==> config.mk <==
export PLATFORM = sky130hd
export DESIGN_NAME = fsp_sector_protect
export DESIGN_NICKNAME = d
export VERILOG_FILES = /design/src/fsp_pkg.sv /design/src/fsp_spi_rx.sv /design/src/fsp_sector_protect.sv
export SDC_FILE = /design/constraint.sdc
export NUM_CORES = 1
export LEC_CHECK = 0
export BUFFER_PORTS_ARGS = -buffer_cell sky130_fd_sc_hd__buf_2
export CORE_AREA = 2 2 90 92
export CTS_BUF_LIST = sky130_fd_sc_hd__clkbuf_2
export CTS_CLUSTER_DIAMETER = 30
export DETAILED_ROUTE_END_ITERATION = 12
export DIE_AREA = 0 0 92 94
export GPL_ROUTABILITY_DRIVEN = 1
export PLACE_DENSITY = 0.67
export SLEW_MARGIN = 30
export SYNTH_ARGS = -nofsm -noshare
export SYNTH_HDL_FRONTEND = slang
export SYNTH_SLANG_ARGS = --single-unit
==> constraint.sdc <==
create_clock -name clk_in -period 6.35 [get_ports clk_in]
set_clock_uncertainty 0.15 [all_clocks]
set_input_delay 0.635 -clock clk_in [delete_from_list [all_inputs] [get_ports clk_in]]
set_output_delay 0.635 -clock clk_in [all_outputs]
set_load 0.03 [all_outputs]
==> src/fsp_pkg.sv <==
// Constants shared by the sector protection block
package fsp_pkg;
  // Command opcodes
  localparam logic [7:0] OPC_WREN = 8'h06;
  localparam logic [7:0] OPC_WRDI = 8'h04;
  localparam logic [7:0] OPC_PROT = 8'h36;
  localparam logic [7:0] OPC_UNPROT = 8'h39;
  localparam logic [7:0] OPC_WRSR_DEF = 8'h01;
  // Status write data fields
  localparam int SR_LOCK_POS = 7;
  localparam int SR_GLOB_HI = 5;
  localparam int SR_GLOB_LO = 2;
  localparam logic [3:0] SR_GLOB_ONES = 4'hf;
  localparam logic [3:0] SR_GLOB_ZEROS = 4'h0;
  // Sector geometry and address framing
  localparam int ADDR_W = 24;
  localparam int NUM_SECT = 4;
  localparam int SECT_IDX_W = 2;
  localparam int SECT_LSB_DEF = 16;
  localparam logic [1:0] ADDR_LAST = 2'h2;
  // Reset values
  localparam logic [NUM_SECT-1:0] PROT_RST = 4'hf;
  localparam logic LATCH_RST = 1'b0;
  localparam logic LOCK_RST = 1'b0;
  // Main sequencer states
  typedef enum logic [1:0] {ST_OPC, ST_ADDR, ST_WSR, ST_IGNORE} fsp_state_e;
endpackage : fsp_pkg

==> src/fsp_spi_rx.sv <==
// Serial pin synchroniser and byte assembler
`timescale 1ns/1ps
module fsp_spi_rx
  import fsp_pkg::*;
(
  input wire logic clk_in,
  input wire logic rst_n_in,
  input wire logic sck_in,
  input wire logic cs_n_in,
  input wire logic si_in,
  input wire logic wp_n_in,
  output logic byte_stb_out,
  output logic [7:0] byte_out,
  output logic frame_end_out,
  output logic aligned_out,
  output logic wp_n_out
);
  typedef struct packed {
    logic sck_m;
    logic sck_s;
    logic sck_d;
    logic cs_m;
    logic cs_s;
    logic cs_d;
    logic si_m;
    logic si_s;
    logic wp_m;
    logic wp_s;
    logic [2:0] cnt;
    logic [7:0] sh;
    logic stb;
    logic [7:0] dat;
    logic fend;
    logic algn;
  } fsp_rx_s;

  fsp_rx_s r_r;
  fsp_rx_s r_nxt;

  // Two-stage sync, rising clock edge sampling, byte and frame-end strobes
  always_comb
  begin
    r_nxt = r_r;
    r_nxt.sck_m = sck_in;
    r_nxt.sck_s = r_r.sck_m;
    r_nxt.sck_d = r_r.sck_s;
    r_nxt.cs_m = cs_n_in;
    r_nxt.cs_s = r_r.cs_m;
    r_nxt.cs_d = r_r.cs_s;
    r_nxt.si_m = si_in;
    r_nxt.si_s = r_r.si_m;
    r_nxt.wp_m = wp_n_in;
    r_nxt.wp_s = r_r.wp_m;
    r_nxt.stb = 1'b0;
    r_nxt.fend = 1'b0;
    if (r_r.cs_s)
    begin
      r_nxt.cnt = 3'h0;
    end
    else if (r_r.sck_s && !r_r.sck_d)
    begin
      r_nxt.sh = {r_r.sh[6:0], r_r.si_s};
      r_nxt.cnt = r_r.cnt + 3'h1;
      if (r_r.cnt == 3'h7)
      begin
        r_nxt.stb = 1'b1;
        r_nxt.dat = {r_r.sh[6:0], r_r.si_s};
      end
    end
    // Frame ends on chip select release; note whether it fell on a byte edge
    if (r_r.cs_s && !r_r.cs_d)
    begin
      r_nxt.fend = 1'b1;
      r_nxt.algn = (r_r.cnt == 3'h0);
    end
  end

  // State register
  always_ff @(posedge clk_in or negedge rst_n_in)
  begin
    if (!rst_n_in)
    begin
      r_r <= '0;
      r_r.cs_m <= 1'b1;
      r_r.cs_s <= 1'b1;
      r_r.cs_d <= 1'b1;
      r_r.wp_m <= 1'b1;
      r_r.wp_s <= 1'b1;
    end
    else
    begin
      r_r <= r_nxt;
    end
  end

  assign byte_stb_out = r_r.stb;
  assign byte_out = r_r.dat;
  assign frame_end_out = r_r.fend;
  assign aligned_out = r_r.algn;
  assign wp_n_out = r_r.wp_s;
endmodule : fsp_spi_rx

==> src/fsp_sector_protect.sv <==
// Sector protection flags with sector and global protect commands
// What this block does
// - One flag per sector, all set at reset
// - Program/erase allowed only in unprotected sectors
// - Protect: opcode 36h, three address bytes, rest ignored
// - Protect sets addressed flag, clears write latch
// - Short address or misaligned end aborts, clears latch
// - Locked: protect ignored, latch cleared at release
// - Unprotect: opcode 39h clears addressed flag, latch
// - Locked: unprotect ignored, latch cleared at release
// - Status write bits 5..2 ones, lock clear: protect all
// - Status write bits 5..2 zeros, lock clear: unprotect all
// - Sector commands still work after global changes
// - Status write may modify the lock bit
// - Pin low with lock set freezes the flags and the lock bit
// - Only bit 7 stored; bits 5..2 decoded
// - Opcode 06h on byte boundary sets latch
// - Sector commands need the write latch set
`timescale 1ns/1ps
module fsp_sector_protect
  import fsp_pkg::*;
#(
  parameter int SECT_LSB = SECT_LSB_DEF,
  parameter logic [7:0] WRSR_OPC = OPC_WRSR_DEF
)
(
  input wire logic clk_in,
  input wire logic resetn_in,
  input wire logic spi_sck_in,
  input wire logic spi_cs_n_in,
  input wire logic spi_si_in,
  input wire logic wp_n_in,
  input wire logic [ADDR_W-1:0] pe_addr_in,
  input wire logic pe_valid_in,
  output logic [NUM_SECT-1:0] sector_prot_out,
  output logic write_enable_latch_out,
  output logic protection_lock_bit_out,
  output logic pe_allow_out
);
  typedef struct packed {
    fsp_state_e st;
    logic [7:0] opc;
    logic [ADDR_W-1:0] addr;
    logic [7:0] sr;
    logic [1:0] nb;
    logic got;
    logic full;
    logic wlat;
    logic lock;
    logic [NUM_SECT-1:0] prot;
    logic allow;
  } fsp_main_s;

  fsp_main_s r_r;
  fsp_main_s r_nxt;
  logic [1:0] rst_q_r;
  logic rst_n;
  logic byte_stb;
  logic [7:0] byte_data;
  logic frame_end;
  logic aligned;
  logic wp_n_s;
  logic hard_lock;
  logic sect_cmd;
  logic sect_ok;
  logic do_prot;
  logic do_unprot;
  logic do_wsr;
  logic [3:0] glob_bits;

  // Sector index from a byte address
  function automatic logic [SECT_IDX_W-1:0] sector_of(input logic [ADDR_W-1:0] a);
    sector_of = a[SECT_LSB +: SECT_IDX_W];
  endfunction : sector_of

  // Reset release through two flip-flops
  always_ff @(posedge clk_in or negedge resetn_in)
  begin
    if (!resetn_in)
    begin
      rst_q_r <= 2'h0;
    end
    else
    begin
      rst_q_r <= {rst_q_r[0], 1'b1};
    end
  end
  assign rst_n = rst_q_r[1];

  fsp_spi_rx u_rx (
    .clk_in(clk_in),
    .rst_n_in(rst_n),
    .sck_in(spi_sck_in),
    .cs_n_in(spi_cs_n_in),
    .si_in(spi_si_in),
    .wp_n_in(wp_n_in),
    .byte_stb_out(byte_stb),
    .byte_out(byte_data),
    .frame_end_out(frame_end),
    .aligned_out(aligned),
    .wp_n_out(wp_n_s)
  );

  // Command qualification at chip select release
  assign hard_lock = !wp_n_s && r_r.lock;
  assign sect_cmd = (r_r.opc == OPC_PROT) || (r_r.opc == OPC_UNPROT);
  assign sect_ok = frame_end && r_r.got && sect_cmd && r_r.wlat && r_r.full && aligned
    && !r_r.lock;
  assign do_prot = sect_ok && (r_r.opc == OPC_PROT);
  assign do_unprot = sect_ok && (r_r.opc == OPC_UNPROT);
  assign do_wsr = frame_end && r_r.got && (r_r.opc == WRSR_OPC) && r_r.wlat && r_r.full && aligned
    && !hard_lock;
  assign glob_bits = r_r.sr[SR_GLOB_HI:SR_GLOB_LO];

  // Byte decode, command execution and program/erase gate
  always_comb
  begin
    r_nxt = r_r;
    r_nxt.allow = pe_valid_in && !r_r.prot[sector_of(pe_addr_in)];
    if (byte_stb)
    begin
      unique case (r_r.st)
        ST_OPC:
        begin
          r_nxt.opc = byte_data;
          r_nxt.got = 1'b1;
          r_nxt.nb = 2'h0;
          if ((byte_data == OPC_PROT) || (byte_data == OPC_UNPROT))
          begin
            r_nxt.st = ST_ADDR;
          end
          else if (byte_data == WRSR_OPC)
          begin
            r_nxt.st = ST_WSR;
          end
          else
          begin
            r_nxt.st = ST_IGNORE;
          end
        end
        ST_ADDR:
        begin
          r_nxt.addr = {r_r.addr[ADDR_W-9:0], byte_data};
          r_nxt.nb = r_r.nb + 2'h1;
          if (r_r.nb == ADDR_LAST)
          begin
            r_nxt.full = 1'b1;
            r_nxt.st = ST_IGNORE;
          end
        end
        ST_WSR:
        begin
          r_nxt.sr = byte_data;
          r_nxt.full = 1'b1;
          r_nxt.st = ST_IGNORE;
        end
        ST_IGNORE:
        begin
          r_nxt.st = ST_IGNORE;
        end
      endcase
    end
    if (frame_end)
    begin
      if (r_r.got && aligned && (r_r.opc == OPC_WREN))
      begin
        r_nxt.wlat = 1'b1;
      end
      else if (r_r.got && aligned && (r_r.opc == OPC_WRDI))
      begin
        r_nxt.wlat = 1'b0;
      end
      else if (r_r.got && sect_cmd)
      begin
        r_nxt.wlat = 1'b0;
        if (do_prot)
        begin
          r_nxt.prot[sector_of(r_r.addr)] = 1'b1;
        end
        if (do_unprot)
        begin
          r_nxt.prot[sector_of(r_r.addr)] = 1'b0;
        end
      end
      else if (r_r.got && (r_r.opc == WRSR_OPC) && r_r.wlat)
      begin
        r_nxt.wlat = 1'b0;
        if (do_wsr)
        begin
          r_nxt.lock = r_r.sr[SR_LOCK_POS];
          if (!r_r.lock && (glob_bits == SR_GLOB_ONES))
          begin
            r_nxt.prot = '1;
          end
          else if (!r_r.lock && (glob_bits == SR_GLOB_ZEROS))
          begin
            r_nxt.prot = '0;
          end
        end
      end
      r_nxt.st = ST_OPC;
      r_nxt.got = 1'b0;
      r_nxt.full = 1'b0;
      r_nxt.nb = 2'h0;
    end
  end

  // State register; every flag protected after reset
  always_ff @(posedge clk_in or negedge rst_n)
  begin
    if (!rst_n)
    begin
      r_r <= '0;
      r_r.prot <= PROT_RST;
      r_r.wlat <= LATCH_RST;
      r_r.lock <= LOCK_RST;
    end
    else
    begin
      r_r <= r_nxt;
    end
  end

  assign sector_prot_out = r_r.prot;
  assign write_enable_latch_out = r_r.wlat;
  assign protection_lock_bit_out = r_r.lock;
  assign pe_allow_out = r_r.allow;
endmodule : fsp_sector_protect

# Word level (Yosys, flattened, before mapping)
# Index checks and enable logic that the tools add are counted.
# op_classes
addsub	2
order_cmp	3
n_eq_ne	15
mux	40
bitwise	7
n_reduce_logical	59
# op_table
cell	n
$mux W46	1
$mux W4	9
$eq A8 B6 Y1 const B	4
$logic_and A1 B1 Y1	26
$mux W24	1
$mux W20	1
$mux W9	2
$eq A8 B1 Y1 const B	2
$eq A8 B3 Y1 const B	2
$mux W8	2
$reduce_and A2 Y1	8
$mux W5	3
$reduce_and A6 Y1	2
$mux W10	1
$reduce_bool A2 Y1	5
$mux W1	9
$reduce_bool A3 Y1	3
$mux W2	4
$eq A2 B2 Y1 const B	3
$logic_not A1 Y1	6
$lt A2 B3 Y1 const B	2
$mux W6	1
$pmux W2 S3	1
$reduce_and A3 Y1	2
22 further kinds	26
# totals
ff_bits	87
input_bits	31
out_inout_bits	7
elab_cells	154

# Logic depth before layout (Yosys ltp)
# Gate-level depths: netlist (run 1).
# logic_depth
depth_word	19
mapped_depth	7
ltp_nobuf	7

# By module
# From an unflattened synthesis (run 1), not the netlist that was laid out.
# unflattened
cells_unflattened	208
hier_area_um2	2797.7
# by_module_without_submodules
module	n_inst	cells_per_inst	area_per_inst_um2	seq_area_each_um2
fsp_sector_protect	1	134	1624.1	855.8
fsp_spi_rx	1	74	1173.6	782.0

# Worst setup path after synthesis (run 1)
# OpenSTA, ideal clock, no wires.
# synth_timing
kind	register to register
from	register r_r[50] in the netlist's numbering
to	register r_r (netlist bit protection_lock_bit_out)
setup_time_ps	121
t_arrival_ps	1549
required_time_ps	6079
path_slack_ps	4530
stages_incl_launch_ff	6
path_buffers	0
period_less_slack_ps	1820
cell_sequence	dfrtp_1 or3b_4 or3_1 nor2_1 nand2_1 a22o_1
# synth_via
elab_chain_len	7
# synth_rtl
element	line	text
start, declared	fsp_sector_protect.sv:54	fsp_main_s r_r;
start signal, assigned	fsp_sector_protect.sv:220	r_r <= r_nxt;
$eq A8 B1 Y1	fsp_sector_protect.sv:111, fsp_sector_protect.sv:185	
$logic_and A1 B1 Y1 (4 in a row)	fsp_sector_protect.sv:111	assign do_wsr = frame_end && r_r.got && (r_r.opc == WRSR_OPC) && r_r.wlat && r_r.full && aligned
$logic_and A1 B1 Y1	fsp_sector_protect.sv:112	&& !hard_lock;
$reduce_and A6 Y1 (no source line) *	--	
# Mark *: on every way between the ends. The rest lies on a longest branch, timed or not.
# A chain may end at the register's enable or synchronous reset.

# Worst setup path in the final report (run 1)
# layout_timing
from	register r_r (netlist bit sector_prot_out[3])
to	output sector_prot_out[3]
# layout_lines
element	line	text
end, declared	fsp_sector_protect.sv:35	output logic [NUM_SECT-1:0] sector_prot_out,
# No word-level cell between the ends.

==> impl_metrics.toml, run 1 <==
[outcome]
status = "finished clean"

[critical_path]
slowest_stage = "dfstp_2"
required_ns = 5.56
critPathLaunchType = "flip-flop"
worstPathArrival_ns = 1.28
crit_chain = "buf_2"
critical_path_buf_inv_count = 1
worst_setup_path_end_kind = "output pin"
worstSetupPathType = "flip-flop to output pin"
crit_path_max_incr_delay_ns = 0.60
r2r_setup_slack_ns = 4.33
path_max_fanout = 4
crit_family = "flip-flops"

[yosys]
synth_edf_count = 0
synth_area_leader_cell = "dfrtp_1"
synth_top_family_by_area = "multiplexers"
synth_area_sq_mm = 0.002838
synth-seq-cells = 65
yosysSeqAreaShare_pct = 57.72
synth_most_common_cell = "dfrtp_1"
synth_mux_area_share_pct = 14.29
synth_fp_nets = 253
synth.avg_cell_area_sq_um = 13.20
synth_top_area_share_pct = 49.38
ys_types = 51
synth_area_leaders = "dfrtp_1, mux2_2, dfstp_2"
synth-compound-area-share_pct = 9.347
yosys.area_share.simple_pct = 12.52
yosys.area_share.xor_xnor_pct = 0.3086
synth_cells = 215
synth_async_sr_flop_share_pct = 100.0
ys_warn_count = 0
synth-main-ff-cell = "dfrtp_1"
ys_top_cells_by_count = "dfrtp_1, mux2_2, nand2_1"
synthAdderAreaFrac_pct = 3.086

[drt]
drtIter0Drc = 67
drc_errors = 0
antenna_left = 0
vias = 1699
firstDrtPassIters = 4
post_drt_wl_per_cell_um = 13.57
drt-total-wl_um = 4695
via_per_inst = 4.910

[timing]
period_share_pct = 32.48
max_freq_mhz = 484.9
tightest_slew_ns = 0.7725
setup_violations = 0
setup_tns_ns = 0
worst_hold_slack_ns = 0.08248
timing.slew.headroom_pct = 48.50
finalHoldViolCount = 0
slew_viol_final = 0
rsz0062_at_grt = "false"
min_period_ns = 2.062

[clock_network]
cts-root-buf = "clkbuf_2"
clk_latency_ns = 0.50
numCtsBuffers = 9
cts_sinks = 65
cts_hold_buf = 1
postCtsSetupBuffers = 0
post_cts_resized = 0
htreeDepth = 3
cts_tree = "built"
clk_path_buf_depth = 2
clk_pin_slew_worst_paths_ns = 0.17

[global_route]
grt-ovfl-total = 0
antenna_found_initial = 0
grt_pass1_vias = 1735
grt_first_pass_wirelength_um = 8128
track_usage_pct = 12.25
grt_start_max_net_pins = 64

[flow_run]
max-cap-violations = 0

[pwr]
peakVddDrop_mv = 0.1150
p_leak_nw = 1.427
p_per_area_mw_per_mm2 = 233.6

[placement]
place_area_sq_mm = 0.003009
io_buffer_count = 15
dpl.hpwl_um = 3236
gp_congestion = 0.8204

[layout]
layout-drive-gt1-share_pct = 34.84
fin_util_pct = 41.43
final_area_sq_mm = 0.003152
fillers = 734
diodes = 0
nNetsFinal = 277
syn_to_final_growth_pct = 11.07

[hold_path]
hold_class = "input pin to flip-flop"

[die]
die_w_um = 92
dieArea_sq_mm = 0.008648
core-area_sq_mm = 0.007607
rows = 32
die_y_um = 94
io_pins = 38
start_util_pct = 37.30
## per-layer routing
layer	track usage, %	wire length (um)	vias to the layer above
met3	4.815	234	4
met5	0	0	-
met4	4.478	38	0
li1	-	-	824
met1	15.50	2281	838
met2	19.12	2140	33
## report_power, final
part	internal (mW)	total, mW	switching [mW]
Clock	0.0934	0.242	0.148
Sequential	0.440	0.456	0.0167
Combinational	0.0205	0.0381	0.0176
## state kept, by name, summed over array words and instances, names as in the netlist
| signal | count |
|---|---|
| r_r | 21 |
| u_rx.r_r | 13 |
| u_rx.byte_out | 8 |
| u_rx.r_nxt | 6 |
| glob_bits | 4 |
| sector_prot_out | 4 |
| rst_q_r | 2 |
| pe_allow_out | 1 |
| protection_lock_bit_out | 1 |
| u_rx.aligned_out | 1 |
| u_rx.byte_stb_out | 1 |
| u_rx.frame_end_out | 1 |
| u_rx.wp_n_out | 1 |
| write_enable_latch_out | 1 |
## kinds of logic after synthesis
group,count (synthesis)
adder cells (fa/ha/maj),7
XOR/XNOR,1
buffers and inverters,15
flip-flops,65
multiplexers,35
AND/OR/NAND/NOR,54
AO/OA/AOI/OAI,37
other,1
## worst paths after layout
| check | startpoint | cells after the start | endpoint |
|---|---|---|---|
| setup / recovery | sector_prot_out[3] | 1 | sector_prot_out[3] |
| hold / removal | wp_n_in | 1 | u_rx.r_nxt[22] |
| setup reg to reg | u_rx.r_r[29] | 4 | u_rx.byte_out[1] |
| hold reg to reg | u_rx.r_nxt[22] | 0 | u_rx.wp_n_out |
| max in group asynchronous | rst_q_r[1] | 1 | glob_bits[1] |
| min in group asynchronous | resetn_in | 2 | rst_q_r[1] |
## stage by stage
stage          setup WS (ns)  std cells  power, mW
2_1_floorplan          4.272        215     0.4876
3_3_place_gp           4.413        327     0.5005
3_5_place_dp           4.359        327     0.5023
4_1_cts                4.263        344     0.7447
5_1_grt                4.173        346     0.7773
6_report               4.288        346     0.7362
## layout make-up
cell class                      count  area (sq um)  share of cell area [%]
Clock inverter                      5         57.56                   1.826
Inverter                            9         33.78                   1.072
Timing Repair Buffer               19         112.6                   3.573
Multi-Input combinational cell    135          1126                   35.73
Tap cell                          102         127.6                   4.049
Sequential cell                    65          1639                   52.00
Clock buffer                       11         55.05                   1.747
## cells in the final DEF, fill, tap and decap left out, drive strengths merged, types with 2 or more instances in the layout
master	Yosys	routed
dfrtp	56	56
mux2	34	34
buf	6	16
nand2	12	12
nor2	12	12
clkbuf	0	11
inv	9	9
dfstp	9	9
a21oi	9	9
ha	7	7
nor2b	5	5
a31oi	4	4
o21a	4	4
o21ai	4	4
o211ai	4	4
or3	3	3
a21o	3	3
dlygate4sd3	0	3
nor4	3	3
nand2b	2	2
nor3b	2	2
nor3	2	2
nand3b	2	2
clkinvlp	0	2
nand3	2	2
and4bb	2	2
clkinv	0	2
Note: power is estimated with default switching activity, not from simulation.
==> inputs of run 2 (changes only) <==
Settings changed: PLACE_DENSITY 0.67 to 0.69.
Clock period 6.35 ns to 1.71 ns, I/O delays scaled along.
==> run 2 against run 1 <==
Against the previous run: the flow now finishes with violations (setup timing); wire length up 6.4%; sequential power rose to 3.7 times the previous value; die area unchanged; critical path type is now flip-flop to flip-flop; clock-buffer cell count unchanged; highest routed layer unchanged; sequential cell count unchanged.
==> impl_metrics.toml, run 2 (same netlist as run 1, synthesis figures left out) <==
[global_route]
grt_first_pass_wirelength_um = 8459
grt_pass1_vias = 1797
grt-ovfl-total = 0
grt_start_max_net_pins = 52
antenna_found_initial = 0
track_usage_pct = 12.73

[critical_path]
crit_path_max_incr_delay_ns = 0.46
critical_path_buf_inv_count = 0
worst_setup_path_end_kind = "flip-flop"
slowest_stage = "or3b_4"
path_max_fanout = 5
crit_family = "simple AND/OR/NAND/NOR gates"
crit_chain = "or3b_4 > nor4_4 > o21ai_1 > a21oi_2 > o21a_1"
r2r_cells = 5
rr_startpoint = "r_r[50]"
worstPathArrival_ns = 2.22
worstSetupPathType = "flip-flop to flip-flop"
required_ns = 2.02
r2r_setup_slack_ns = -0.21
critPathLaunchType = "flip-flop"
reg2reg_to = "sector_prot_out[3]"

[outcome]
violations = "setup timing"
status = "finished with violations"

[die]
rows = 32
die_w_um = 92
die_y_um = 94
io_pins = 38
dieArea_sq_mm = 0.008648
core-area_sq_mm = 0.007607
start_util_pct = 37.30

[clock_network]
numCtsBuffers = 9
htreeDepth = 3
clk_latency_ns = 0.50
cts-root-buf = "clkbuf_2"
cts_tree = "built"
cts_sinks = 65
clk_path_buf_depth = 2
clk_pin_slew_worst_paths_ns = 0.18

[drt]
post_drt_wl_per_cell_um = 13.65
drc_errors = 0
firstDrtPassIters = 5
drtIter0Drc = 66
antenna_left = 0
drt-total-wl_um = 4995
via_per_inst = 4.984
vias = 1824

[pwr]
p_int_mw = 2.225
p_clk_share_pct = 35.8
peakVddDrop_mv = 0.4077
p_total_mw = 2.901
power_frac_comb_pct = 5.7
p_leak_nw = 1.544
p_per_area_mw_per_mm2 = 859.4
pwr-share-seq_pct = 58.5
switchingPower_mw = 0.6765
p_sw_share_pct = 23.32

[timing]
rsz0062_at_grt = "true"
period_share_pct = 112.0
min_period_ns = 1.915
finalWorstSetupSlack_ns = -0.2052
setup_violations = 6
max_freq_mhz = 522.1
worst_hold_slack_ns = 0.006551
finalHoldViolCount = 0
slew_viol_final = 0

[layout]
layout-drive-gt1-share_pct = 39.39
regArea_sq_mm = 0.001639
multi_input_area_sq_mm = 0.001147
final_cell_mix = "dfrtp_1, mux2_2, buf_2, buf_4"
layout_commonest_cell = "dfrtp_1"
diodes = 0
largest-register = "r_r"
fillers = 726
fin_util_pct = 44.38
largest_reg_flops = 21
syn_to_final_growth_pct = 18.96
nNetsFinal = 297
layout.cells.non_filler = 366

[hold_path]
hold_class = "flip-flop to async pin"

[placement]
gp_congestion = 0.8350
dpl.hpwl_um = 3536
dpl.cell_count = 340
io_buffer_count = 15
dpl_worst_slack_ns = -0.1820

[flow_run]
max-cap-violations = 0
run 2: power groups by stage:
stage | sequential (mW) | clock (mW) | combinational (mW)
after global routing | 1.71 | 1.15 | 0.186
after detailed placement | 1.73 | 0 | 0.153
after CTS | 1.70 | 1.07 | 0.169
after floorplan | 1.72 | 0 | 0.0887
final | 1.70 | 1.04 | 0.166
after global placement | 1.72 | 0 | 0.146
run 2: area by class of cell:
| type | count | area share (%) |
|---|---|---|
| Clock buffer | 11 | 1.631 |
| Clock inverter | 5 | 2.372 |
| Inverter | 9 | 1.001 |
| Multi-Input combinational cell | 135 | 33.99 |
| Sequential cell | 65 | 48.55 |
| Tap cell | 102 | 3.781 |
| Timing Repair Buffer | 39 | 8.673 |
run 2: worst max-delay path by stage:
stage | endpoint | cells past startpoint | start
after global routing | sector_prot_out[2] | 5 | r_r[50]
after detailed placement | sector_prot_out[3] | 5 | r_r[49]
after global placement | sector_prot_out[1] | 5 | r_r[49]
after CTS | sector_prot_out[3] | 5 | r_r[50]
final | sector_prot_out[3] | 5 | r_r[50]
after floorplan | protection_lock_bit_out | 5 | r_r[48]
run 2: per-stage QoR:
stage	TNS [ns]	area, sq um
floorplan	-0.1160	2849
global placement	-0.7765	3129
detailed placement	-0.9028	3129
CTS	-1.050	3358
global route	-1.555	3376
finish	-1.040	3376
run 2: timing repair:
item | 4_1_cts | 5_1_grt
gates cloned | 0 | 0
pin swaps | 3 | 1
hold buffers | 9 | 0
endpoints found under the setup margin | 13 | 13
resized for setup | 2 | 3
endpoints found under the hold margin | 7 | 0
buffers inserted | 0 | 1
run 2: layer usage:
| metal | global-route usage [%] | wire length, um | share of wire, % |
|---|---|---|---|
| met5 | 0 | 0 | 0 |
| met4 | 4.851 | 80 | 1.6 |
| met3 | 5.217 | 230 | 4.6 |
| met2 | 20.59 | 2401 | 48 |
| met1 | 15.26 | 2283 | 46 |
